## src/hdl/flash_pins_map.vh

```
`ifndef FLASH_PINS_MAP_VH
`define FLASH_PINS_MAP_VH
// lane widths and modes
`define LANE_MODE_W      2
`define LANE_MODE_SINGLE 2'h0
`define LANE_MODE_DUAL   2'h1
`define LANE_MODE_QUAD   2'h2
`define LANE_W           4
`define BYTE_W           8
// bit counter for one byte
`define BIT_CNT_W        3
`define BIT_CNT_ZERO     3'h0
`define BIT_CNT_LAST     3'h7
// lane indices
`define LANE_SI          0
`define LANE_SO          1
`define LANE_WP          2
`define LANE_PAUSE       3
// fifo
`define FIFO_WIDTH       8
`define FIFO_DEPTH       8
`define FIFO_AW          3
`define SYNC_RESET       3'h0
`define SYNC_ONES        3'h7
`endif

```

## src/hdl/byte_fifo.v

```verilog
`timescale 1ns/1ns
// small synchronous fifo with valid and ready on both sides
module byte_fifo #(
  parameter WIDTH = 8,
  parameter DEPTH = 8,
  parameter AW    = 3
) (
  // clock and reset
  input  wire             clk_i,
  input  wire             reset_i,
  // fill side
  input  wire [WIDTH-1:0] in_data_i,
  input  wire             in_valid_i,
  output wire             in_ready_o,
  // drain side
  output wire [WIDTH-1:0] out_data_o,
  output wire             out_valid_o,
  input  wire             out_ready_i
);
  reg [WIDTH-1:0] mem [0:DEPTH-1];
  reg [AW:0]      wr_reg;
  reg [AW:0]      rd_reg;
  wire            push;
  wire            pop;

  // extra pointer bit tells full from empty
  assign out_valid_o = (wr_reg != rd_reg);
  assign in_ready_o  = (wr_reg[AW-1:0] != rd_reg[AW-1:0]) ||
                       (wr_reg[AW] == rd_reg[AW]);
  assign push        = in_valid_i && in_ready_o;
  assign pop         = out_valid_o && out_ready_i;
  assign out_data_o  = mem[rd_reg[AW-1:0]];

  // storage has no reset; pointers guard it
  always @(posedge clk_i) begin
    if (push) begin
      mem[wr_reg[AW-1:0]] <= in_data_i;
    end
  end

  // pointer update
  always @(posedge clk_i) begin
    if (reset_i) begin
      wr_reg <= {(AW+1){1'b0}};
      rd_reg <= {(AW+1){1'b0}};
    end else begin
      if (push) begin
        wr_reg <= wr_reg + 1'b1;
      end
      if (pop) begin
        rd_reg <= rd_reg + 1'b1;
      end
    end
  end
endmodule // byte_fifo

```

## src/hdl/pin_sync.v

```verilog
`timescale 1ns/1ns
// three-stage synchroniser; a change counts once stages two and three agree
module pin_sync #(
  // reset level of every stage: the pin's idle level, so no false edge
  parameter [0:0] INIT = 1'b0
) (
  // clock and reset
  input  wire clk_i,
  input  wire reset_i,
  // pin side
  input  wire pin_i,
  // synchronised level
  output reg  level_o
);
  `include "flash_pins_map.vh"
  reg s1_reg;
  reg s2_reg;
  reg s3_reg;

  // stage one is read only by stage two
  always @(posedge clk_i) begin
    if (reset_i) begin
      s1_reg  <= INIT;
      s2_reg  <= INIT;
      s3_reg  <= INIT;
      level_o <= INIT;
    end else begin
      s1_reg <= pin_i;
      s2_reg <= s1_reg;
      s3_reg <= s2_reg;
      if (s2_reg == s3_reg) begin
        level_o <= s3_reg;
      end
    end
  end
endmodule // pin_sync

```

## src/hdl/serial_flash_pin_interface.v

```verilog
`timescale 1ns/1ns
// Function
// - select low enables the device; select high deselects into standby
// - standby waits after deselect until the internal busy cycle ends
// - lane input bits are sampled on each rising serial clock edge
// - output bits change on each falling serial clock edge
// - deselected, output lane is released and input lane ignored
// - no byte is captured from the input pin while deselected
// - dual read drives lanes 0 and 1, two bits per falling edge
// - quad read drives lanes 0 to 3, four bits per falling edge
// - quad program samples lanes 0 to 3 on rising edges
// - write-protect pin is pulled up, unconnected reads as not asserted
// - pause freezes clock and input and releases the outputs
// - pause never disturbs a running internal program or erase cycle
// - only clock modes 0 and 3: rising samples, falling drives
module serial_flash_pin_interface (
  // system clock and reset
  input  wire       clk_i,
  input  wire       reset_i,
  // serial link pins
  input  wire       sck_i,
  input  wire       select_n_i,
  input  wire [3:0] data_lanes_i,
  output reg  [3:0] data_lanes_o,
  output reg  [3:0] data_lanes_oe_o,
  // core side: lane mode chosen by the command decoder
  input  wire [1:0] lane_mode_i,
  input  wire       out_dir_i,
  input  wire       busy_i,
  // core side: received bytes
  output reg  [7:0] rx_data_o,
  output reg        rx_valid_o,
  input  wire       rx_ready_i,
  // core side: bytes to send
  input  wire [7:0] tx_data_i,
  input  wire       tx_valid_i,
  output reg        tx_ready_o,
  // status
  output reg        selected_o,
  output reg        frame_start_o,
  output reg        frame_end_o,
  output reg        standby_o,
  output reg        protect_o,
  output reg        paused_o,
  output reg        overrun_o
);
  `include "flash_pins_map.vh"

  wire       sck_s;
  wire       sel_n_s;
  wire [3:0] lane_s;
  reg        sck_d_reg;
  reg        sel_n_d_reg;
  reg  [7:0] rx_sh_reg;
  reg  [7:0] rx_sh_next;
  reg  [2:0] rx_cnt_reg;
  reg  [2:0] rx_cnt_next;
  reg  [7:0] tx_sh_reg;
  reg  [2:0] tx_cnt_reg;
  reg        tx_loaded_reg;
  reg        byte_done;
  wire       fifo_in_ready;
  wire [7:0] fifo_out_data;
  wire       fifo_out_valid;
  wire       fifo_out_ready;
  wire       sck_rise;
  wire       sck_fall;
  wire       active;
  wire       lanes_quad;
  wire [3:0] oe_want;

  // width of a lane step for the current mode
  function [2:0] step;
    input [1:0] mode;
    begin
      case (mode)
        `LANE_MODE_DUAL: step = 3'h2;
        `LANE_MODE_QUAD: step = 3'h4;
        default:         step = 3'h1;
      endcase
    end
  endfunction

  // every pin crosses in through four flops; reset levels match idle pins
  // so that no frame edge or pause is seen right after reset
  pin_sync #(
    .INIT (1'b0)
  ) u_sync_sck (
    .clk_i   (clk_i),
    .reset_i (reset_i),
    .pin_i   (sck_i),
    .level_o (sck_s)
  );
  pin_sync #(
    .INIT (1'b1)
  ) u_sync_sel (
    .clk_i   (clk_i),
    .reset_i (reset_i),
    .pin_i   (select_n_i),
    .level_o (sel_n_s)
  );
  genvar g;
  generate
    for (g = 0; g < `LANE_W; g = g + 1) begin : g_lane
      pin_sync #(
        .INIT (1'b1)
      ) u_sync_lane (
        .clk_i   (clk_i),
        .reset_i (reset_i),
        .pin_i   (data_lanes_i[g]),
        .level_o (lane_s[g])
      );
    end
  endgenerate

  // quad modes claim write-protect and pause as data lanes
  assign lanes_quad = (lane_mode_i == `LANE_MODE_QUAD);
  // pause is a low level on lane 3 while it is no data lane
  wire pause_now = !lanes_quad && !lane_s[`LANE_PAUSE] && !sel_n_s;
  // selected and not paused; clock edges during pause are dropped
  assign active   = !sel_n_s && !pause_now;
  assign sck_rise = active && sck_s && !sck_d_reg;
  assign sck_fall = active && !sck_s && sck_d_reg;

  // edge history of clock and select
  always @(posedge clk_i) begin
    if (reset_i) begin
      sck_d_reg   <= 1'b0;
      sel_n_d_reg <= 1'b1;
    end else begin
      sck_d_reg   <= sck_s;
      sel_n_d_reg <= sel_n_s;
    end
  end

  // frame markers on select edges
  always @(posedge clk_i) begin
    if (reset_i) begin
      frame_start_o <= 1'b0;
      frame_end_o   <= 1'b0;
      selected_o    <= 1'b0;
    end else begin
      frame_start_o <= sel_n_d_reg && !sel_n_s;
      frame_end_o   <= !sel_n_d_reg && sel_n_s;
      selected_o    <= !sel_n_s;
    end
  end

  // standby only when deselected and no internal cycle is running;
  // pause is not consulted here, so busy work carries on through it
  always @(posedge clk_i) begin
    if (reset_i) begin
      standby_o <= 1'b1;
      paused_o  <= 1'b0;
      protect_o <= 1'b0;
    end else begin
      standby_o <= sel_n_s && !busy_i;
      paused_o  <= pause_now;
      // pulled high: a floating pin gives no protection
      protect_o <= !lanes_quad && !lane_s[`LANE_WP];
    end
  end

  // receive shifter: collects bits msb first, lane 3 highest
  always @* begin
    rx_sh_next  = rx_sh_reg;
    rx_cnt_next = rx_cnt_reg;
    byte_done   = 1'b0;
    if (sck_rise && !out_dir_i) begin
      case (lane_mode_i)
        `LANE_MODE_QUAD: rx_sh_next = {rx_sh_reg[3:0], lane_s};
        `LANE_MODE_DUAL: rx_sh_next = {rx_sh_reg[5:0], lane_s[1:0]};
        default:         rx_sh_next = {rx_sh_reg[6:0], lane_s[`LANE_SI]};
      endcase
      rx_cnt_next = rx_cnt_reg + step(lane_mode_i);
      byte_done   = (rx_cnt_next == `BIT_CNT_ZERO);
    end
  end

  // deselect drops a partial byte so nothing leaks between frames
  always @(posedge clk_i) begin
    if (reset_i || sel_n_s) begin
      rx_sh_reg  <= 8'h00;
      rx_cnt_reg <= `BIT_CNT_ZERO;
    end else begin
      rx_sh_reg  <= rx_sh_next;
      rx_cnt_reg <= rx_cnt_next;
    end
  end

  // overrun flags a byte lost to a full fifo; the host clock cannot wait
  always @(posedge clk_i) begin
    if (reset_i) begin
      overrun_o <= 1'b0;
    end else if (byte_done && !fifo_in_ready) begin
      overrun_o <= 1'b1;
    end else if (frame_start_o) begin
      overrun_o <= 1'b0;
    end
  end

  byte_fifo #(
    .WIDTH (`FIFO_WIDTH),
    .DEPTH (`FIFO_DEPTH),
    .AW    (`FIFO_AW)
  ) u_rx_fifo (
    .clk_i       (clk_i),
    .reset_i     (reset_i),
    .in_data_i   (rx_sh_next),
    .in_valid_i  (byte_done),
    .in_ready_o  (fifo_in_ready),
    .out_data_o  (fifo_out_data),
    .out_valid_o (fifo_out_valid),
    .out_ready_i (fifo_out_ready)
  );

  // registered skid: take a fifo word whenever the output slot is free
  assign fifo_out_ready = !rx_valid_o || rx_ready_i;
  always @(posedge clk_i) begin
    if (reset_i) begin
      rx_data_o  <= 8'h00;
      rx_valid_o <= 1'b0;
    end else if (fifo_out_ready) begin
      rx_data_o  <= fifo_out_data;
      rx_valid_o <= fifo_out_valid;
    end
  end

  // transmit shifter: new bits appear on each falling edge
  always @(posedge clk_i) begin
    if (reset_i || sel_n_s) begin
      tx_sh_reg     <= 8'h00;
      tx_cnt_reg    <= `BIT_CNT_ZERO;
      tx_loaded_reg <= 1'b0;
      tx_ready_o    <= 1'b0;
    end else begin
      tx_ready_o <= !tx_loaded_reg && !tx_ready_o;
      if (tx_ready_o && tx_valid_i) begin
        tx_sh_reg     <= tx_data_i;
        tx_loaded_reg <= 1'b1;
        tx_cnt_reg    <= `BIT_CNT_ZERO;
      end else if (sck_fall && out_dir_i && tx_loaded_reg) begin
        // the pins take the top bits at this edge, the next ones move up
        tx_sh_reg  <= tx_sh_reg << step(lane_mode_i);
        tx_cnt_reg <= tx_cnt_reg + step(lane_mode_i);
        if (tx_cnt_reg + step(lane_mode_i) == `BIT_CNT_ZERO) begin
          tx_loaded_reg <= 1'b0;
        end
      end
    end
  end

  // lanes driven per mode; released when deselected or paused; kept on
  // after the last bit so that it stands until the next falling edge
  assign oe_want = (!active || !out_dir_i) ? 4'h0 :
                   (lane_mode_i == `LANE_MODE_QUAD) ? 4'hf :
                   (lane_mode_i == `LANE_MODE_DUAL) ? 4'h3 :
                   4'h2;

  // pins updated on falling edges, enables follow select at once
  always @(posedge clk_i) begin
    if (reset_i) begin
      data_lanes_o    <= 4'h0;
      data_lanes_oe_o <= 4'h0;
    end else begin
      data_lanes_oe_o <= oe_want;
      if (sck_fall || !active) begin
        case (lane_mode_i)
          `LANE_MODE_QUAD: data_lanes_o <= tx_sh_reg[7:4];
          `LANE_MODE_DUAL: data_lanes_o <= {2'b00, tx_sh_reg[7:6]};
          default:         data_lanes_o <= {2'b00, tx_sh_reg[7], 1'b0};
        endcase
      end
    end
  end
endmodule // serial_flash_pin_interface
```

## config.mk

```make
export PLATFORM = sky130hd
export DESIGN_NAME = serial_flash_pin_interface
export DESIGN_NICKNAME = d
export VERILOG_FILES = /design/src/hdl/byte_fifo.v /design/src/hdl/pin_sync.v /design/src/hdl/serial_flash_pin_interface.v
export VERILOG_INCLUDE_DIRS = /design/src /design/src/hdl
export SDC_FILE = /design/constraint.sdc
export NUM_CORES = 1
export LEC_CHECK = 0
export BUFFER_PORTS_ARGS = -buffer_cell sky130_fd_sc_hd__buf_4
export CORE_UTILIZATION = 45
export CTS_CLUSTER_DIAMETER = 120
export CTS_CLUSTER_SIZE = 8
export DETAILED_ROUTE_END_ITERATION = 8
export SYNTH_ARGS = -nofsm -noshare
export SYNTH_HDL_FRONTEND = slang
export SYNTH_HIERARCHICAL = 1
export SYNTH_SLANG_ARGS = --single-unit
```

## constraint.sdc

```tcl
create_clock -name clk_i -period 5.42 [get_ports clk_i]
set_clock_uncertainty 0.15 [all_clocks]
set_input_delay 1.084 -clock clk_i [delete_from_list [all_inputs] [get_ports clk_i]]
set_output_delay 1.084 -clock clk_i [all_outputs]
set_load 0.01 [all_outputs]
```

==> reports/results.ini, run 1 <==
[final_layout]
antenna_cells = 0
nets = 590
drive_gt1_share_pct = 22.59
finalNonFillerCells = 747
area_delta_synth_final_pct = 17.39
final_common_cell = dfxtp_1
largest_register_ffs = 64
final_cell_mix = dfxtp_1, edfxtp_1, buf_4
design_area_um2 = 7315

[detailed_routing]
drcViolationCount = 0
dr_wl_met2_um = 6319
drt_iter0_drc = 162
drt-met1-wl_um = 5829
wl_met3_um = 506
wl_per_cell_um = 17.22
route.antenna.remaining_nets = 0
drt_wl_total_um = 12870
drtPass1Iterations = 4
highest_layer = met4
viasPerCell = 5.324
num_vias = 3977

[sta]
hold_viol_final = 0
clock.fmax_mhz = 239.0
rsz0062_at_grt = no
slew_headroom_pct = 31.15
period_minus_slack_ps = 4185
fin_crit_sh_pct = 77.20
tns_ps = 0
slew_viol_final = 0
finalSetupViolations = 0
max_slew.worst_pin.slew_ps = 1031

[cts]
holdBufCountCts = 0
cts_root_buf = clkbuf_16
clk_latency_ps = 430
post_cts_buffers = 0
cts_made_buffers = 17
htree_levels = 4
cts_resized = 0
cts.sinks = 148
clockBufferDepth = 2
cts.clk_slew.worst_paths_ps = 60
cts_tree = done

[synth]
yosysUniqueCellTypes = 60
synth-warning-count = 6
synth_nets = 542
ys_ff_latch = 148
netlist_instances = 510
ys.flop_type = dfxtp_1
synth_edf_count = 64
synth_seq_area_share_pct = 57.83
syn_avg_cell_area_um2 = 12.22
syn_area_um2 = 6231
async_flop_share_pct = 0

[placed_design]
portBuffers = 46
dp.cells = 715
gp_congestion = 0.8536
place_area_um2 = 6744
dpl.hpwl_um = 8886

[power]
cellPowerDensity_nw_per_um2 = 321.0
p_leak_uw = 0.002747
vdd_ir_drop_max_mv = 0.2357

[setup_path]
worstPathMaxFanout = 12
worst_setup_path_start_kind = primary input
worstRegToRegCells = 10
r2r_end = u_rx_fifo/mem[0][7]
timing.rr.start = rx_cnt_reg[0]
critPathRequiredTime_ps = 5400
cp-end-kind = register
path_class = primary input to register
rrSetupSlack_ps = 2250
critPathArrivalTime_ps = 4160

[grt]
grt_overflow_total = 0
grt_pass1_vias = 3903
grt_max_degree = 65
antenna_found_initial = 0
track_usage_pct = 19.40
grt_pass1_wl_um = 20750

[hold_path]
hold_end = g_lane[0].u_sync_lane/s2_reg
hold_depth = 1
hp-class = register to register
worstHoldStart = g_lane[0].u_sync_lane/s1_reg

[die]
core-area_um2 = 13350
die-area_um2 = 14320
die_height_um = 119.7
io_pins = 47
rows = 42
start_util_pct = 46.68
die_w_um = 119.7

[flow_run]
drv_cap = 0

[run_status]
outcome = completed

-- worst max-delay path, stage by stage --
cell and delay [ps]:
buf_4 120, inv_1 70, ha_1 390, inv_1 230, fa_1 440, xor2_1 170, xnor2_1 170, nor3_1 540
inv_1 140, or3_1 360, nor3_1 220, buf_4 230
-- cell type report --
cell class,count,area (um^2)
Fill cell,1158,6033
Inverter,16,60.06
Multi-Input combinational cell,319,2440
Timing Repair Buffer,56,420.4
Clock buffer,25,528.0
Sequential cell,148,3603
Clock inverter,7,42.54
Tap cell,176,220.2
-- power by group --
part           leakage, uW  switching (uW)  internal (uW)
clock             0.000287             437            674
combinational      0.00111            36.3           32.5
sequential         0.00135            5.64           1160
-- how the worst max path moves through the flow --
stage                         startpoint                  end  cells past startpoint
after floorplan           lane_mode_i[1]  u_rx_fifo/mem[3][0]                     10
after global placement    lane_mode_i[1]  u_rx_fifo/mem[0][5]                     12
after detailed placement  lane_mode_i[1]  u_rx_fifo/mem[0][4]                     12
after CTS                 lane_mode_i[1]  u_rx_fifo/mem[0][4]                     12
after global routing      lane_mode_i[1]  u_rx_fifo/mem[0][4]                     12
final                     lane_mode_i[1]  u_rx_fifo/mem[0][7]                     12
-- synthesized netlist by cell type, drive strengths merged, types with 2 or more instances --
| library cell | count | area share, % |
|---|---|---|
| or3 | 5 | 0.58 |
| mux2 | 24 | 4.3 |
| nor3 | 12 | 0.96 |
| fa | 2 | 0.64 |
| mux4 | 17 | 6.1 |
| clkbuf | 14 | 0.86 |
| o31ai | 3 | 0.36 |
| or4 | 3 | 0.36 |
| nand4 | 5 | 0.50 |
| o21ai | 16 | 1.3 |
| and3b | 2 | 0.28 |
| o21bai | 6 | 0.78 |
| and2 | 10 | 1.0 |
| xor2 | 7 | 1.1 |
| and3 | 2 | 0.20 |
| nor2 | 24 | 1.4 |
| mux2i | 14 | 2.2 |
| nor4b | 2 | 0.28 |
| a31oi | 2 | 0.20 |
| o21a | 2 | 0.24 |
| a41oi | 3 | 0.42 |
| inv | 14 | 0.84 |
| nor3b | 4 | 0.48 |
| a22oi | 7 | 0.84 |
| nor2b | 12 | 1.2 |
| ha | 8 | 1.6 |
| nor4 | 4 | 0.64 |
| o211ai | 3 | 0.36 |
| or2 | 16 | 1.6 |
| nand3 | 2 | 0.16 |
| clkinv | 2 | 0.12 |
| dfxtp | 84 | 27 |
| edfxtp | 64 | 31 |
| nand2b | 7 | 0.70 |
| xnor2 | 7 | 0.98 |
| nand2 | 43 | 2.6 |
| nand3b | 7 | 0.84 |
| buf | 13 | 1.2 |
| a21oi | 28 | 2.2 |
-- cells by family after synthesis --
family          count (synthesis)  share of synthesized area [%]
flops                         148                          57.83
xor+xnor                       14                          2.088
buf+inv                        43                          3.012
fa+ha+maj                      10                          2.249
compound gates                 79                          8.092
mux                            55                          12.73
simple gates                  161                          14.00
-- per-layer routing --
layer,up-vias,track usage (%)
li1,1950,-
met4,0,7.891
met2,98,30.85
met3,17,5.133
met1,1912,25.16
met5,-,0
-- stage by stage --
| stage | worst slack (ps) | hold WS, ps | util [%] | power, uW |
|---|---|---|---|---|
| 2_1_floorplan | 1012 | 233.2 | - | 1234 |
| 3_3_place_gp | 837.6 | 235.4 | 50.52 | 1260 |
| 3_5_place_dp | 752.4 | 241.5 | 50.52 | 1261 |
| 4_1_cts | 1218 | 255.9 | 54.80 | 2369 |
| 5_1_grt | 956.2 | 267.7 | 54.80 | 2420 |
| 6_report | 1236 | 254.1 | 54.80 | 2348 |
(Power assumes the default switching activity.)
==> run 2: changes to the inputs <==
==> constraint.sdc (replaced) <==
create_clock -name clk_i -period 4.1 [get_ports clk_i]
set_clock_uncertainty 0.15 [all_clocks]
set_input_delay 0.82 -clock clk_i [delete_from_list [all_inputs] [get_ports clk_i]]
set_output_delay 0.82 -clock clk_i [all_outputs]
set_load 0.01 [all_outputs]
==> run 2 against run 1 <==
Against the previous run: worst hold slack got worse by 2.2 ps; largest cell class unchanged; critical path depth rose by 1; sequential share of layout area decreased by 0.43 points; via count is 2.3% higher; critical endpoint is now u_rx_fifo/mem[4][7]; first-iteration DRC count is 81% higher; power is 35% higher; global-route usage grew 0.57 points.
==> reports/results.ini, run 2 (synthesis results as in run 1) <==
[final_layout]
design_area_um2 = 7378  ; +0.87%
largest_register_ffs = 64  ; unchanged
area_delta_synth_final_pct = 18.41
multi_input_area_um2 = 2445  ; +0.20%
fillCellCount = 1134  ; -2.1%
nets = 594  ; +0.68%
regArea_um2 = 3603  ; unchanged
final_cell_mix = dfxtp_1, edfxtp_1, buf_4
drive_gt1_share_pct = 23.48  ; +0.89 points
final_common_cell = dfxtp_1
antenna_cells = 0  ; unchanged

[cts]
clockBufferDepth = 2  ; unchanged
clk_latency_ps = 410  ; -20 ps
cts.clk_slew.worst_paths_ps = 60  ; about the same
holdBufCountCts = 0  ; unchanged
post_cts_buffers = 0  ; unchanged
htree_levels = 4  ; unchanged
cts_root_buf = clkbuf_16
cts_resized = 0  ; unchanged
cts_made_buffers = 17  ; unchanged
cts_tree = done
cts.sinks = 148  ; unchanged

[setup_path]
cp-end-kind = register
slowest_delay_ps = 370  ; -170 ps
path_cells = buf_4 -> inv_1 -> ha_1 -> ha_1 -> inv_1 -> fa_1 -> xor2_1 -> xnor2_1 -> nor3_1 -> inv_1 -> or3_1 -> nor3b_2 -> buf_4
worst_setup_path_start_kind = primary input
cp_common_cell = inv_1
critPathRequiredTime_ps = 4080  ; -1320 ps
path_class = primary input to register
cp_num_buf_inv = 5  ; unchanged
critPathArrivalTime_ps = 3240  ; -920 ps
slowest_stage = fa_1
cp_top_family = adder cells
worstPathMaxFanout = 8  ; -4

[die]
die_w_um = 119.7  ; unchanged
io_pins = 47  ; unchanged
rows = 42  ; unchanged
core-area_um2 = 13350  ; unchanged
die-area_um2 = 14320  ; unchanged
start_util_pct = 46.68  ; unchanged
die_height_um = 119.7  ; unchanged

[grt]
antenna_found_initial = 0  ; unchanged
grt-busiest-layer = met2
grt_overflow_total = 0  ; unchanged
track_usage_pct = 19.98  ; +0.57 points
grt_pass1_wl_um = 21470  ; +3.5%
use_met2_pct = 32.12  ; +1.3 points
grt_max_degree = 65  ; unchanged
grt_pass1_vias = 4090  ; +4.8%
gr-usage-met3_pct = 4.943  ; -0.19 points
met1_usage_pct = 25.32  ; +0.16 points

[placed_design]
portBuffers = 46  ; unchanged
place_area_um2 = 6779  ; +0.52%
dpl.hpwl_um = 8965  ; +0.89%
gp_congestion = 0.7987  ; -6.4%

[detailed_routing]
drtPass1Iterations = 4  ; unchanged
drt_wl_total_um = 13220  ; +2.7%
wl_per_cell_um = 17.60  ; +2.2%
num_vias = 4067  ; +2.3%
drcViolationCount = 0  ; unchanged
viasPerCell = 5.415  ; +1.7%
drt_iter0_drc = 293  ; +81%
route.antenna.remaining_nets = 0  ; unchanged

[sta]
clock.fmax_mhz = 306.1
rsz0062_at_grt = no
max_slew.worst_pin.slew_ps = 1068  ; +37.06 ps
whs_ps = 252.0  ; -2.164 ps
slew_headroom_pct = 28.68  ; -2.5 points
fin_crit_sh_pct = 79.68
slew_viol_final = 0  ; unchanged
period_minus_slack_ps = 3267
hold_viol_final = 0  ; unchanged
finalSetupViolations = 0  ; unchanged

[power]
power_frac_clock_pct = 48.2  ; +0.9 points
switchingPower_uw = 629.3  ; +31%
swShare_pct = 19.92  ; -0.48 points
pwr-share-comb_pct = 3.0  ; about the same
p_leak_uw = 0.002775  ; +1.0%
cellPowerDensity_nw_per_um2 = 428.1  ; +33%
p_int_uw = 2529  ; +35%
pwr-share-seq_pct = 48.9  ; -0.9 points
vdd_ir_drop_max_mv = 0.3612  ; +53%

[hold_path]
hp-class = register to register

[run_status]
outcome = completed

[flow_run]
drv_cap = 0  ; unchanged

[run 2: layer usage]
metal,wire (um),vias up
met5,0,-
met4,302,0
met3,661,22
met2,6366,125
met1,5887,1969
li1,-,1951
[run 2: power groups by stage]
stage          clock [uW]  sequential (uW)  combinational (uW)
5_1_grt              1610             1550                 104
6_report             1520             1540                93.2
2_1_floorplan           0             1570                56.8
3_3_place_gp            0             1580                91.0
4_1_cts              1550             1540                93.8
3_5_place_dp            0             1580                93.4
[run 2: worst paths after layout]
path                                                     end  slack [ps]                         start  cells after the start
worst max-delay path                     u_rx_fifo/mem[4][7]         830                lane_mode_i[0]                     13
worst min-delay path            g_lane[1].u_sync_lane/s2_reg         250  g_lane[1].u_sync_lane/s1_reg                      1
worst max register to register           u_rx_fifo/mem[4][7]        1350                 rx_cnt_reg[0]                     10
worst min register to register  g_lane[1].u_sync_lane/s2_reg         250  g_lane[1].u_sync_lane/s1_reg                      1
[run 2: stage by stage]
| step | instances | total power [uW] | util (%) | setup slack [ps] | setup TNS, ps |
|---|---|---|---|---|---|
| after global routing | 751 | 3256 | 55.28 | 657.3 | 0 |
| final | 751 | 3159 | 55.28 | 833.0 | 0 |
| after CTS | 751 | 3187 | 55.28 | 859.8 | 0 |
| after detailed placement | 719 | 1670 | 50.79 | 418.4 | 0 |
| after floorplan | 510 | 1631 | - | -44.37 | -709.9 |
| after global placement | 719 | 1667 | 50.79 | 453.2 | 0 |
[run 2: final cells by class]
type,count,area share (%)
multi-input cells,319,33.14
clock inverters,5,0.4239
inverters,16,0.8140
flip-flops and latches,148,48.84
well taps,176,2.985
repair buffers,60,6.105
clock buffers,27,7.699
